==> src/pkg/nfero_defines.vh <==
// Constants for the near front-end readout control block
`ifndef NFERO_DEFINES_VH
`define NFERO_DEFINES_VH
`define NFERO_MODE_SINGLE 2'h0
`define NFERO_MODE_COSMIC 2'h1
`define NFERO_MODE_RESON 2'h2
`define NFERO_CAPACITOR_SET_ID_W 2
`define NFERO_RANGE_W 3
`define NFERO_CONV_W 8
`define NFERO_SAMPLE_W 13
`define NFERO_TS_W 32
`define NFERO_CHAN_N 4
`define NFERO_PD_N 2
`define NFERO_BURST_LEN 4
`define NFERO_FIFO_DEPTH 16
`define NFERO_RF_PERIOD_NS 19
`endif

==> src/verilog/nfero_top.v <==
// Near front-end readout control: capture, timestamp, buffer, suppress, read out
`timescale 1ns/1ps
`include "nfero_defines.vh"
module nfero_top #(
  parameter CHAN_N = `NFERO_CHAN_N,
  parameter PD_N = `NFERO_PD_N,
  parameter BURST_LEN = `NFERO_BURST_LEN,
  parameter FIFO_DEPTH = `NFERO_FIFO_DEPTH,
  parameter TS_W = `NFERO_TS_W
) (
  input wire i_clk_sys, // RF clock
  input wire i_arst_n, // Asynchronous reset, active low
  input wire [1:0] i_mode, // Acquisition mode select
  input wire i_spill, // Accelerator spill in progress (pin)
  input wire [PD_N-1:0] i_dynode_trig, // Discriminated dynode triggers (pins)
  input wire [CHAN_N*`NFERO_RANGE_W-1:0] i_range_code, // Range codes per channel
  input wire [CHAN_N*`NFERO_CONV_W-1:0] i_conv_value, // Flash converter values per channel
  input wire [`NFERO_SAMPLE_W-1:0] i_threshold, // Zero-suppression threshold on range and value
  input wire i_out_ready, // Readout board accepts word
  output reg o_out_valid, // Output word valid
  output reg [`NFERO_SAMPLE_W-1:0] o_out_sample, // Capacitor set, range code, converter value
  output reg [7:0] o_out_chan, // Channel number of the word
  output reg [TS_W-1:0] o_out_ts, // RF bucket timestamp
  output reg o_overflow, // Sticky: a sample set was dropped for lack of room
  output reg o_busy // Readout transfer in progress
);
  localparam SET_W = TS_W + CHAN_N*`NFERO_SAMPLE_W;
  localparam ST_IDLE = 3'b001;
  localparam ST_XFER = 3'b010;
  localparam ST_HOLD = 3'b100;

  reg rst_s1_reg;
  reg rst_s2_reg;
  wire rst_n;
  reg spill_s1_reg;
  reg spill_s2_reg;
  reg spill_d_reg;
  reg [PD_N-1:0] trig_s1_reg;
  reg [PD_N-1:0] trig_s2_reg;
  reg [TS_W-1:0] ts_reg;
  reg [`NFERO_CAPACITOR_SET_ID_W-1:0] capacitor_set_id_reg;
  reg [3:0] burst_reg;
  reg [PD_N-1:0] pd_sel_reg;
  reg [2:0] state_reg;
  reg [7:0] chan_reg;
  reg [SET_W-1:0] set_reg;
  reg [PD_N-1:0] set_pd_reg;
  reg keep;
  reg [PD_N-1:0] pd_mask;
  wire spill_end;
  wire fifo_wr_ready;
  wire fifo_rd_valid;
  wire [SET_W+PD_N-1:0] fifo_rd_data;
  wire [SET_W+PD_N-1:0] fifo_wr_data;
  wire [CHAN_N*`NFERO_SAMPLE_W-1:0] samples;
  wire fifo_rd_ready;
  wire [`NFERO_SAMPLE_W-1:0] cur_sample;
  wire chan_keep;

  // Extracts the 13-bit word of one channel from a packed set
  function [`NFERO_SAMPLE_W-1:0] pick;
    input [CHAN_N*`NFERO_SAMPLE_W-1:0] bus;
    input [7:0] idx;
    begin
      pick = bus[idx*`NFERO_SAMPLE_W +: `NFERO_SAMPLE_W];
    end
  endfunction

  always @(posedge i_clk_sys or negedge i_arst_n) begin
    if (!i_arst_n) begin
      rst_s1_reg <= 1'b0;
      rst_s2_reg <= 1'b0;
    end else begin
      rst_s1_reg <= 1'b1;
      rst_s2_reg <= rst_s1_reg;
    end
  end
  assign rst_n = rst_s2_reg;

  always @(posedge i_clk_sys or negedge rst_n) begin
    if (!rst_n) begin
      spill_s1_reg <= 1'b0;
      spill_s2_reg <= 1'b0;
      spill_d_reg <= 1'b0;
      trig_s1_reg <= {PD_N{1'b0}};
      trig_s2_reg <= {PD_N{1'b0}};
    end else begin
      spill_s1_reg <= i_spill;
      spill_s2_reg <= spill_s1_reg;
      spill_d_reg <= spill_s2_reg;
      trig_s1_reg <= i_dynode_trig;
      trig_s2_reg <= trig_s1_reg;
    end
  end
  assign spill_end = spill_d_reg && !spill_s2_reg;

  // Bucket counter and capacitor set phase run every RF cycle
  always @(posedge i_clk_sys or negedge rst_n) begin
    if (!rst_n) begin
      ts_reg <= {TS_W{1'b0}};
      capacitor_set_id_reg <= {`NFERO_CAPACITOR_SET_ID_W{1'b0}};
    end else begin
      ts_reg <= ts_reg + 1'b1;
      capacitor_set_id_reg <= capacitor_set_id_reg + 1'b1;
    end
  end

  // Pack capacitor set, range code and converter value per channel
  genvar g;
  generate
    for (g = 0; g < CHAN_N; g = g + 1) begin : g_pack
      assign samples[g*`NFERO_SAMPLE_W +: `NFERO_SAMPLE_W] = {capacitor_set_id_reg,
        i_range_code[g*`NFERO_RANGE_W +: `NFERO_RANGE_W],
        i_conv_value[g*`NFERO_CONV_W +: `NFERO_CONV_W]};
    end
  endgenerate

  // Storage decision per mode
  always @* begin
    keep = 1'b0;
    pd_mask = {PD_N{1'b0}};
    case (i_mode)
      `NFERO_MODE_SINGLE: begin
        keep = spill_s2_reg;
        pd_mask = {PD_N{1'b1}};
      end
      `NFERO_MODE_COSMIC: begin
        keep = !spill_s2_reg && (trig_s2_reg != {PD_N{1'b0}});
        pd_mask = trig_s2_reg;
      end
      `NFERO_MODE_RESON: begin
        keep = spill_s2_reg && ((trig_s2_reg != {PD_N{1'b0}}) || (burst_reg != 4'h0));
        pd_mask = trig_s2_reg | pd_sel_reg;
      end
      default: begin
        keep = 1'b0;
        pd_mask = {PD_N{1'b0}};
      end
    endcase
  end

  always @(posedge i_clk_sys or negedge rst_n) begin
    if (!rst_n) begin
      burst_reg <= 4'h0;
      pd_sel_reg <= {PD_N{1'b0}};
    end else if (i_mode == `NFERO_MODE_RESON && spill_s2_reg && trig_s2_reg != {PD_N{1'b0}}) begin
      burst_reg <= BURST_LEN[3:0] - 4'h1;
      pd_sel_reg <= pd_sel_reg | trig_s2_reg;
    end else if (burst_reg != 4'h0) begin
      burst_reg <= burst_reg - 4'h1;
    end else begin
      pd_sel_reg <= {PD_N{1'b0}};
    end
  end

  assign fifo_wr_data = {pd_mask, ts_reg, samples};

  nfero_fifo #(
    .WIDTH(SET_W + PD_N),
    .DEPTH(FIFO_DEPTH),
    .AW(4)
  ) u_fifo (
    .i_clk(i_clk_sys),
    .i_rst_n(rst_n),
    .i_wr_data(fifo_wr_data),
    .i_wr_valid(keep),
    .o_wr_ready(fifo_wr_ready),
    .o_rd_data(fifo_rd_data),
    .o_rd_valid(fifo_rd_valid),
    .i_rd_ready(fifo_rd_ready)
  );

  // A full buffer during capture is the only loss path; flagged to the board
  always @(posedge i_clk_sys or negedge rst_n) begin
    if (!rst_n) begin
      o_overflow <= 1'b0;
    end else if (keep && !fifo_wr_ready) begin
      o_overflow <= 1'b1;
    end
  end

  // Readout: load one set, walk channels, emit those above threshold whose photodetector bit is set in the stored mask
  assign fifo_rd_ready = (state_reg == ST_IDLE) && fifo_rd_valid &&
    (!spill_s2_reg || i_mode == `NFERO_MODE_COSMIC) && !spill_d_reg;
  assign cur_sample = pick(set_reg[CHAN_N*`NFERO_SAMPLE_W-1:0], chan_reg);
  assign chan_keep = (cur_sample[`NFERO_SAMPLE_W-`NFERO_CAPACITOR_SET_ID_W-1:0] >
    i_threshold[`NFERO_SAMPLE_W-`NFERO_CAPACITOR_SET_ID_W-1:0]) &&
    set_pd_reg[(chan_reg * PD_N / CHAN_N)];

  always @(posedge i_clk_sys or negedge rst_n) begin
    if (!rst_n) begin
      state_reg <= ST_IDLE;
      chan_reg <= 8'h00;
      set_reg <= {SET_W{1'b0}};
      set_pd_reg <= {PD_N{1'b0}};
      o_out_valid <= 1'b0;
      o_out_sample <= {`NFERO_SAMPLE_W{1'b0}};
      o_out_chan <= 8'h00;
      o_out_ts <= {TS_W{1'b0}};
      o_busy <= 1'b0;
    end else begin
      case (state_reg)
        ST_IDLE: begin
          if (fifo_rd_ready) begin
            set_reg <= fifo_rd_data[SET_W-1:0];
            set_pd_reg <= fifo_rd_data[SET_W+PD_N-1:SET_W];
            chan_reg <= 8'h00;
            o_busy <= 1'b1;
            state_reg <= ST_XFER;
          end else begin
            o_busy <= 1'b0;
          end
        end
        ST_XFER: begin
          if (chan_keep) begin
            o_out_valid <= 1'b1;
            o_out_sample <= cur_sample;
            o_out_chan <= chan_reg;
            o_out_ts <= set_reg[SET_W-1:CHAN_N*`NFERO_SAMPLE_W];
            state_reg <= ST_HOLD;
          end else if (chan_reg == CHAN_N[7:0] - 8'h01) begin
            state_reg <= ST_IDLE;
          end else begin
            chan_reg <= chan_reg + 8'h01;
          end
        end
        ST_HOLD: begin
          if (i_out_ready) begin
            o_out_valid <= 1'b0;
            if (chan_reg == CHAN_N[7:0] - 8'h01) begin
              state_reg <= ST_IDLE;
            end else begin
              chan_reg <= chan_reg + 8'h01;
              state_reg <= ST_XFER;
            end
          end
        end
        default: begin
          state_reg <= ST_IDLE;
        end
      endcase
    end
  end
endmodule

==> src/verilog/nfero_fifo.v <==
// Synchronous valid/ready FIFO with parameterised width and depth
`timescale 1ns/1ps
module nfero_fifo #(
  parameter WIDTH = 53,
  parameter DEPTH = 16,
  parameter AW = 4
) (
  input wire i_clk, // Clock
  input wire i_rst_n, // Synchronised reset, active low
  input wire [WIDTH-1:0] i_wr_data, // Write word
  input wire i_wr_valid, // Write request
  output wire o_wr_ready, // Not full
  output wire [WIDTH-1:0] o_rd_data, // Head word
  output wire o_rd_valid, // Not empty
  input wire i_rd_ready // Consumer takes head
);
  reg [WIDTH-1:0] mem [0:DEPTH-1];
  reg [AW-1:0] wr_ptr_reg;
  reg [AW-1:0] rd_ptr_reg;
  reg [AW:0] count_reg;
  wire do_wr;
  wire do_rd;
  assign o_wr_ready = (count_reg != DEPTH[AW:0]);
  assign o_rd_valid = (count_reg != {(AW+1){1'b0}});
  assign o_rd_data = mem[rd_ptr_reg];
  assign do_wr = i_wr_valid && o_wr_ready;
  assign do_rd = i_rd_ready && o_rd_valid;
  always @(posedge i_clk) begin
    if (do_wr) begin
      mem[wr_ptr_reg] <= i_wr_data;
    end
  end
  always @(posedge i_clk or negedge i_rst_n) begin
    if (!i_rst_n) begin
      wr_ptr_reg <= {AW{1'b0}};
      rd_ptr_reg <= {AW{1'b0}};
      count_reg <= {(AW+1){1'b0}};
    end else begin
      if (do_wr) begin
        wr_ptr_reg <= (wr_ptr_reg == DEPTH[AW-1:0] - 1'b1) ? {AW{1'b0}} : wr_ptr_reg + 1'b1;
      end
      if (do_rd) begin
        rd_ptr_reg <= (rd_ptr_reg == DEPTH[AW-1:0] - 1'b1) ? {AW{1'b0}} : rd_ptr_reg + 1'b1;
      end
      if (do_wr && !do_rd) begin
        count_reg <= count_reg + 1'b1;
      end else if (do_rd && !do_wr) begin
        count_reg <= count_reg - 1'b1;
      end
    end
  end
endmodule

==> config.mk <==
export PLATFORM = sky130hd
export DESIGN_NAME = nfero_top
export DESIGN_NICKNAME = d
export VERILOG_FILES = /design/src/verilog/nfero_top.v /design/src/verilog/nfero_fifo.v
export VERILOG_INCLUDE_DIRS = /design/src /design/src/pkg
export SDC_FILE = /design/constraint.sdc
export NUM_CORES = 2
export LEC_CHECK = 0
export BUFFER_PORTS_ARGS = -buffer_cell sky130_fd_sc_hd__buf_2
export CAP_MARGIN = 0
export CORE_UTILIZATION = 30
export DETAILED_ROUTE_END_ITERATION = 6
export PLACE_DENSITY_LB_ADDON = 0.2
export SLEW_MARGIN = 20
export SYNTH_ARGS = -nofsm -noshare
export SYNTH_HDL_FRONTEND = slang
export SYNTH_HIERARCHICAL = 1
export SYNTH_SLANG_ARGS = --single-unit
==> constraint.sdc <==
create_clock -name i_clk_sys -period 10.2 [get_ports i_clk_sys]
set_input_delay 0 -clock i_clk_sys [delete_from_list [all_inputs] [get_ports i_clk_sys]]
set_output_delay 0 -clock i_clk_sys [all_outputs]
set_load 0.03 [all_outputs]
# Yosys cells after proc, flatten, opt, wreduce, memory -nomap -nowiden
# Memory sizes are Yosys's and may differ from the RTL's. A register that Yosys moved wholly into a read port is not among the register bits.
# Index checks and enable logic that the tools add are counted.
# W data, S select, Z words.
[word_totals] input_bits=65 elab_cells=114 output_inout_bits=56 mem_count=1 ff_bits=129 mem_bits_rw=1376
[memory_table] name="u_fifo.mem" words=16 width=86 rd=1 rd_ports_with_merged_regs=1 write_ports=1 line="nfero_fifo.v:17" rtl="reg [WIDTH-1:0] mem [0:DEPTH-1];"
[op_classes] mux=29 n_bitwise=1 n_shift=1 mul=1 n_lt_le_gt_ge=2 n_addsub=8 n_eq_ne=15 reduce_logical=34
[op_table] operator="$shiftx A52 B13 Y13" n=1
[op_table] operator="$add A32 B1 Y32 const B" n=1
[op_table] operator="$mux W8" n=4
[op_table] operator="$pmux W8 S3" n=1
[op_table] operator="$mux W4" n=4
[op_table] operator="$logic_and A1 B1 Y1" n=13
[op_table] operator="$mul A8 B4 Y12 const B" n=1
[op_table] operator="$mux W3" n=4
[op_table] operator="$gt A11 B11 Y1" n=1
[op_table] operator="$mux W5" n=2
[op_table] operator="$pmux W3 S3" n=1
[op_table] operator="$add A4 B1 Y4 const B" n=2
[op_table] operator="$add A8 B1 Y8 const B" n=1
[op_table] operator="$eq A4 B4 Y1 const B" n=2
[op_table] operator="$eq A8 B2 Y1 const B" n=1
[op_table] operator="$reduce_bool A2 Y1" n=4
[op_table] operator="$lt A7 B2 Y1 const B" n=1
[op_table] operator="$mux W1" n=7
[op_table] operator="$logic_not A1 Y1" n=6
[op_table] operator="$mux W2" n=3
[op_table] operator="$ne A2 B2 Y1 const B" n=3
[op_table] operator="$pmux W2 S3" n=1
[op_table] operator="$reduce_and A3 Y1" n=2
[op_table] operator="$add A5 B1 Y5 const B" n=1
[op_table] operator="other kinds (21)" n=24

# Longest topological paths before layout
[depth] ltp_word=9 mapped_depth=16 mapped_depth_nobuf=13

# By module
# The synthesis kept the hierarchy.
[by_module_without_submodules] mod="nfero_fifo" area_per_inst_um2=53173.5 cells_each=2385 seq_area_each_um2=41644.9 instances=1
[by_module_without_submodules] mod="nfero_top" area_per_inst_um2=8665.8 cells_each=622 seq_area_each_um2=5056.1 instances=1

# Worst setup path after synthesis
# OpenSTA, ideal clock, no wires.
[synth_timing] path_type="reg-to-reg" startpoint="register burst_reg[0]" endpoint="memory u_fifo/mem[0][0] (netlist name), enable pin" n_path_buf=1 period_less_slack_ps=8147 stages_incl_launch_ff=10 path_slack_ps=2053 arrival_ps=7511 setup_ps=636 required_ps=9564 path_cell_list="dfrtp_1 -> inv_1 -> ha_1 -> nor3b_1 -> a21oi_1 -> a21o_1 -> a21boi_0 -> clkbuf_1 -> nand2_1 -> nor3_1"
[synth_between] elab_chain_len=7
[synth_lines] item="from (decl)" line="nfero_top.v:42" rtl="reg [3:0] burst_reg;"
[synth_lines] item="from (signal assigned)" line="nfero_top.v:147" rtl="burst_reg <= BURST_LEN[3:0] - 4'h1;"
[synth_lines] item="from (signal assigned)" line="nfero_top.v:150" rtl="burst_reg <= burst_reg - 4'h1;"
[synth_lines] item="$reduce_bool A4 Y1" line="nfero_top.v:132" rtl="keep = spill_s2_reg && ((trig_s2_reg != {PD_N{1'b0}}) || (burst_reg != 4'h0));"
[synth_lines] item="$logic_or A1 B1 Y1" line="nfero_top.v:132"
[synth_lines] item="$logic_and A1 B1 Y1" line="nfero_top.v:132"
[synth_lines] item="$pmux W1 S3" line="nfero_top.v:122" rtl="case (i_mode)"
[synth_lines] item="named net keep" line="nfero_top.v:48" rtl="reg keep;"
[synth_lines] item="$logic_and A1 B1 Y1" line="nfero_fifo.v:26" rtl="assign do_wr = i_wr_valid && o_wr_ready;"
[synth_lines] item="named net u_fifo.do_wr" line="nfero_fifo.v:21" rtl="wire do_wr;"
[synth_lines] item="$mux W1" line="nfero_fifo.v:29" rtl="if (do_wr) begin"
[synth_lines] item="$mux W1 (implied by the code)" line="nfero_fifo.v:30" rtl="mem[wr_ptr_reg] <= i_wr_data;"
[synth_lines] item="to (decl)" line="nfero_fifo.v:17"
# The timed path passes the listed nets, and every way through them passes these cells.

# Worst setup path in the final report
[layout_timing] startpoint="register burst_reg[0]" endpoint="memory u_fifo/mem[7][57] (netlist name), enable pin"
[layout_between] elab_chain_len=7
[layout_lines] item="$reduce_bool A4 Y1" line="nfero_top.v:132"
[layout_lines] item="$logic_or A1 B1 Y1" line="nfero_top.v:132"
[layout_lines] item="$logic_and A1 B1 Y1" line="nfero_top.v:132"
[layout_lines] item="$pmux W1 S3" line="nfero_top.v:122"
[layout_lines] item="named net keep" line="nfero_top.v:48"
[layout_lines] item="$logic_and A1 B1 Y1" line="nfero_fifo.v:26"
[layout_lines] item="$mux W1" line="nfero_fifo.v:29"
[layout_lines] item="$mux W1 (implied by the code)" line="nfero_fifo.v:30"
# The timed path passes the listed nets, and every way through them passes these cells.

==> reports/summary.txt <==
CP Class = reg2reg
worst skew pair latency = 0.80 ns
fmax = 210 MHz
WHS = 0.127 ns
CTS clk-pin slew, worst paths = 0.06 ns
Num Clock Sinks = 1591
Max Slew Vio Count = 0
Distinct cells, synth = 65
Avg Synthesized Cell Area = 20.6 um^2
post-DP HPWL = 82.3 mm
Nets = 3349
clk root buf = clkbuf_16
DR WL/cell = 25.8 um
GRT Total Usage = 15.1%
GR Overflow Total = 0
DR vias = 30.0k
hold_buf cts = 58
CTS tree = built
# IOs = 121
Pre-antenna DRT Iters = 5
unrepaired setup endpoints after global routing = false
Top Metal Used = met5
Post-Syn Area = 0.0618 mm^2
fin crit share = 46.7%
first-pass GRT wire length = 228 mm
CP max stage delay = 0.90 ns
YS warnings = 6
MaxCap Viol Count = 0
register area share after synthesis = 75.5%
max reg flops = 1376
Final min period = 4.76 ns
Crit path max-delay family = buffers and inverters
Worst Tran Pin Value = 1.08 ns
CP cell instances = inv_1, ha_1, nor3b_1, a21oi_1, a21o_1, a21boi_0, buf_4, nand2_1, nor2_4, buf_4, buf_4
Starting Density = 30.2%
number of remaining DRC errors = 0
critical path's most frequent cell = buf_4
vias per inst = 4.92
Post-CTS Setup Inserts = 0
Final Setup Violations = 0
core area = 0.205 mm^2
routed wl met3 = 7.24 mm
Die Y = 456 um
crit start category = flop
Min-Delay Path Class = in2reg
Syn Inst Count = 3007
required time worst endpoint = 10.62 ns
maximum vdd drop = 0.000239 V
skew final = 0.0244 ns
Critical path buffers and inverters = 4
number of DRC markers in iteration 0 = 2352
Placer Congestion = 0.731
total power = 19.5 mW
worst-path fanout max = 34
relative slew slack = 27.6%
vias in the first global route = 30.9k
slowest CP cell = nor2_4
fraction of registers with async set/reset = 13.5%
CTS-repair resized insts = 0
total CTS buffers = 167
setup total negative slack = 0 ns
LEAKAGE = 23.5 nW
M1 WL = 69.7 mm
antenna viol nets, final = 0
die width = 456 um
die area = 0.208 mm^2
Rows = 166
Primary FF master, synth = edfxtp_1
drt total wl = 157 mm
Power Dens Cells = 272 mW/mm^2
CTS Buffer Depth = 3
syn nets = 3096
share of cells above drive strength 1 = 25.9%
initial antenna violation count = 20
met2 WL = 76.8 mm
Worst EP arrival = 5.18 ns
Post-synth EDFFs = 1376
CP endpoint kind = flop
area grow syn2layout = 15.7%
final hold vios = 0
FF+latch count, synth = 1591
pin count of the biggest net entering global routing = 130
IO Port Bufs = 118
H-tree Lvls = 4
status = finished, final reports clean
-- logic make-up (layout without fill, tap and decap cells) --
group / after synthesis / count (layout) / synth area share, %
xor gates and xnor gates: 41 / 41 / 0.593
AOI/OAI and AO/OA: 324 / 324 / 3.69
and+or+nand+nor: 164 / 164 / 1.40
adders and majority gates: 24 / 24 / 0.498
DFF: 1591 / 1591 / 75.5
other: 1 / 4 / 0.00606
buffers and inverters: 191 / 587 / 1.65
muxes: 671 / 671 / 16.6
-- placed cells by master, fill, tap and decap left out, drive strengths merged, types with 6 or more instances in the layout --
| cell | netlist | routed |
|---|---|---|
| edfxtp | 1376 | 1376 |
| mux4 | 271 | 271 |
| mux2i | 259 | 259 |
| clkbuf | 56 | 239 |
| dfrtp | 214 | 214 |
| buf | 108 | 190 |
| mux2 | 141 | 141 |
| o21ai | 106 | 106 |
| a22oi | 86 | 86 |
| a32oi | 86 | 86 |
| dlygate4sd3 | 0 | 58 |
| clkinv | 0 | 58 |
| inv | 27 | 34 |
| nor2 | 34 | 34 |
| nand2 | 31 | 31 |
| xnor2 | 30 | 30 |
| ha | 23 | 23 |
| nand3 | 22 | 22 |
| a21oi | 15 | 15 |
| and3 | 13 | 13 |
| and2 | 12 | 12 |
| xor2 | 11 | 11 |
| nor3 | 11 | 11 |
| nand2b | 8 | 8 |
| bufinv | 0 | 7 |
| nand4 | 6 | 6 |
| o31ai | 6 | 6 |
-- cell type report --
cell class	count	area, um^2
inverters	27	104
diodes	3	7.51
fillers	19200	133000
well taps	2688	3360
clock buffers	239	4730
repair buffers	248	1760
flip-flops and latches	1591	46700
clock inverters	73	583
multi-input cells	1225	14300
-- layer usage --
metal,global-route usage (%),up-vias
li1,-,12900
met1,20.4,16200
met2,25.0,626
met3,2.75,207
met4,4.33,10
met5,0,-
-- Yosys cell counts (4+ instances only) --
| cell | number | share of area [%] |
|---|---|---|
| xor2_1 | 11 | 0.16 |
| nor4_1 | 5 | 0.051 |
| mux4_2 | 271 | 9.9 |
| mux2_2 | 139 | 2.5 |
| nand4_1 | 6 | 0.061 |
| ha_1 | 23 | 0.47 |
| edfxtp_1 | 1376 | 67 |
| and3_1 | 13 | 0.13 |
| buf_1 | 13 | 0.079 |
| dfrtp_1 | 214 | 8.7 |
| o21ai_0 | 17 | 0.14 |
| nand2b_1 | 7 | 0.071 |
| buf_4 | 21 | 0.25 |
| and2_1 | 12 | 0.12 |
| nor3_1 | 11 | 0.089 |
| o31ai_1 | 5 | 0.061 |
| o21ai_1 | 87 | 0.70 |
| buf_6 | 21 | 0.38 |
| buf_2 | 53 | 0.43 |
| xnor2_1 | 29 | 0.41 |
| mux2i_1 | 259 | 4.2 |
| nand3_1 | 22 | 0.18 |
| clkbuf_1 | 56 | 0.34 |
| inv_1 | 27 | 0.16 |
| nand2_1 | 31 | 0.19 |
| a21oi_1 | 15 | 0.12 |
| a21o_1 | 5 | 0.061 |
| nor2b_1 | 4 | 0.040 |
| a32oi_1 | 86 | 1.2 |
| nor2_1 | 33 | 0.20 |
| a22oi_1 | 86 | 1.0 |
-- through the flow --
stage               instance area [um^2]  worst slack, ns  cells  utilization [%]
finish                             71500             5.44   6094             34.9
global route                       71500             5.20   6092             34.9
CTS                                71500             5.32   6091             34.9
detailed placement                 65600             5.35   5721             32.0
global placement                   65600             5.39   5721             32.0
floorplan                          61800             2.05   3007                -
-- worst reg2reg max path, cell delays in order, from the launching register on --
cell and delay [ns]:
dfrtp_1 0.34, inv_1 0.07, ha_1 0.23, nor3b_1 0.23, a21oi_1 0.19, a21o_1 0.13
a21boi_0 0.19, buf_4 0.23, nand2_1 0.28, nor2_4 0.90, buf_4 0.81, buf_4 0.77
-- worst paths after layout --
kind                       depth (start not counted)  slack [ns]            start                   end
max                                               11        5.44     burst_reg[0]     u_fifo/mem[7][57]
min                                                2        0.13  i_conv_value[7]      u_fifo/mem[5][7]
max reg2reg                                       11        5.44     burst_reg[0]     u_fifo/mem[7][57]
min reg2reg                                        0        0.35       rst_s1_reg                 rst_n
max in group asynchronous                          2        7.29            rst_n  u_fifo/rd_ptr_reg[1]
min in group asynchronous                          0        0.39            rst_n           o_out_ts[9]
-- where the power goes --
part / total, mW / switching [mW] / internal, mW
logic: 5.33 / 3.17 / 2.17
registers: 8.27 / 0.436 / 7.83
clock network: 5.89 / 2.49 / 3.40
total: 19.5 / 6.09 / 13.4
Note: power is estimated with default switching activity, not from simulation.
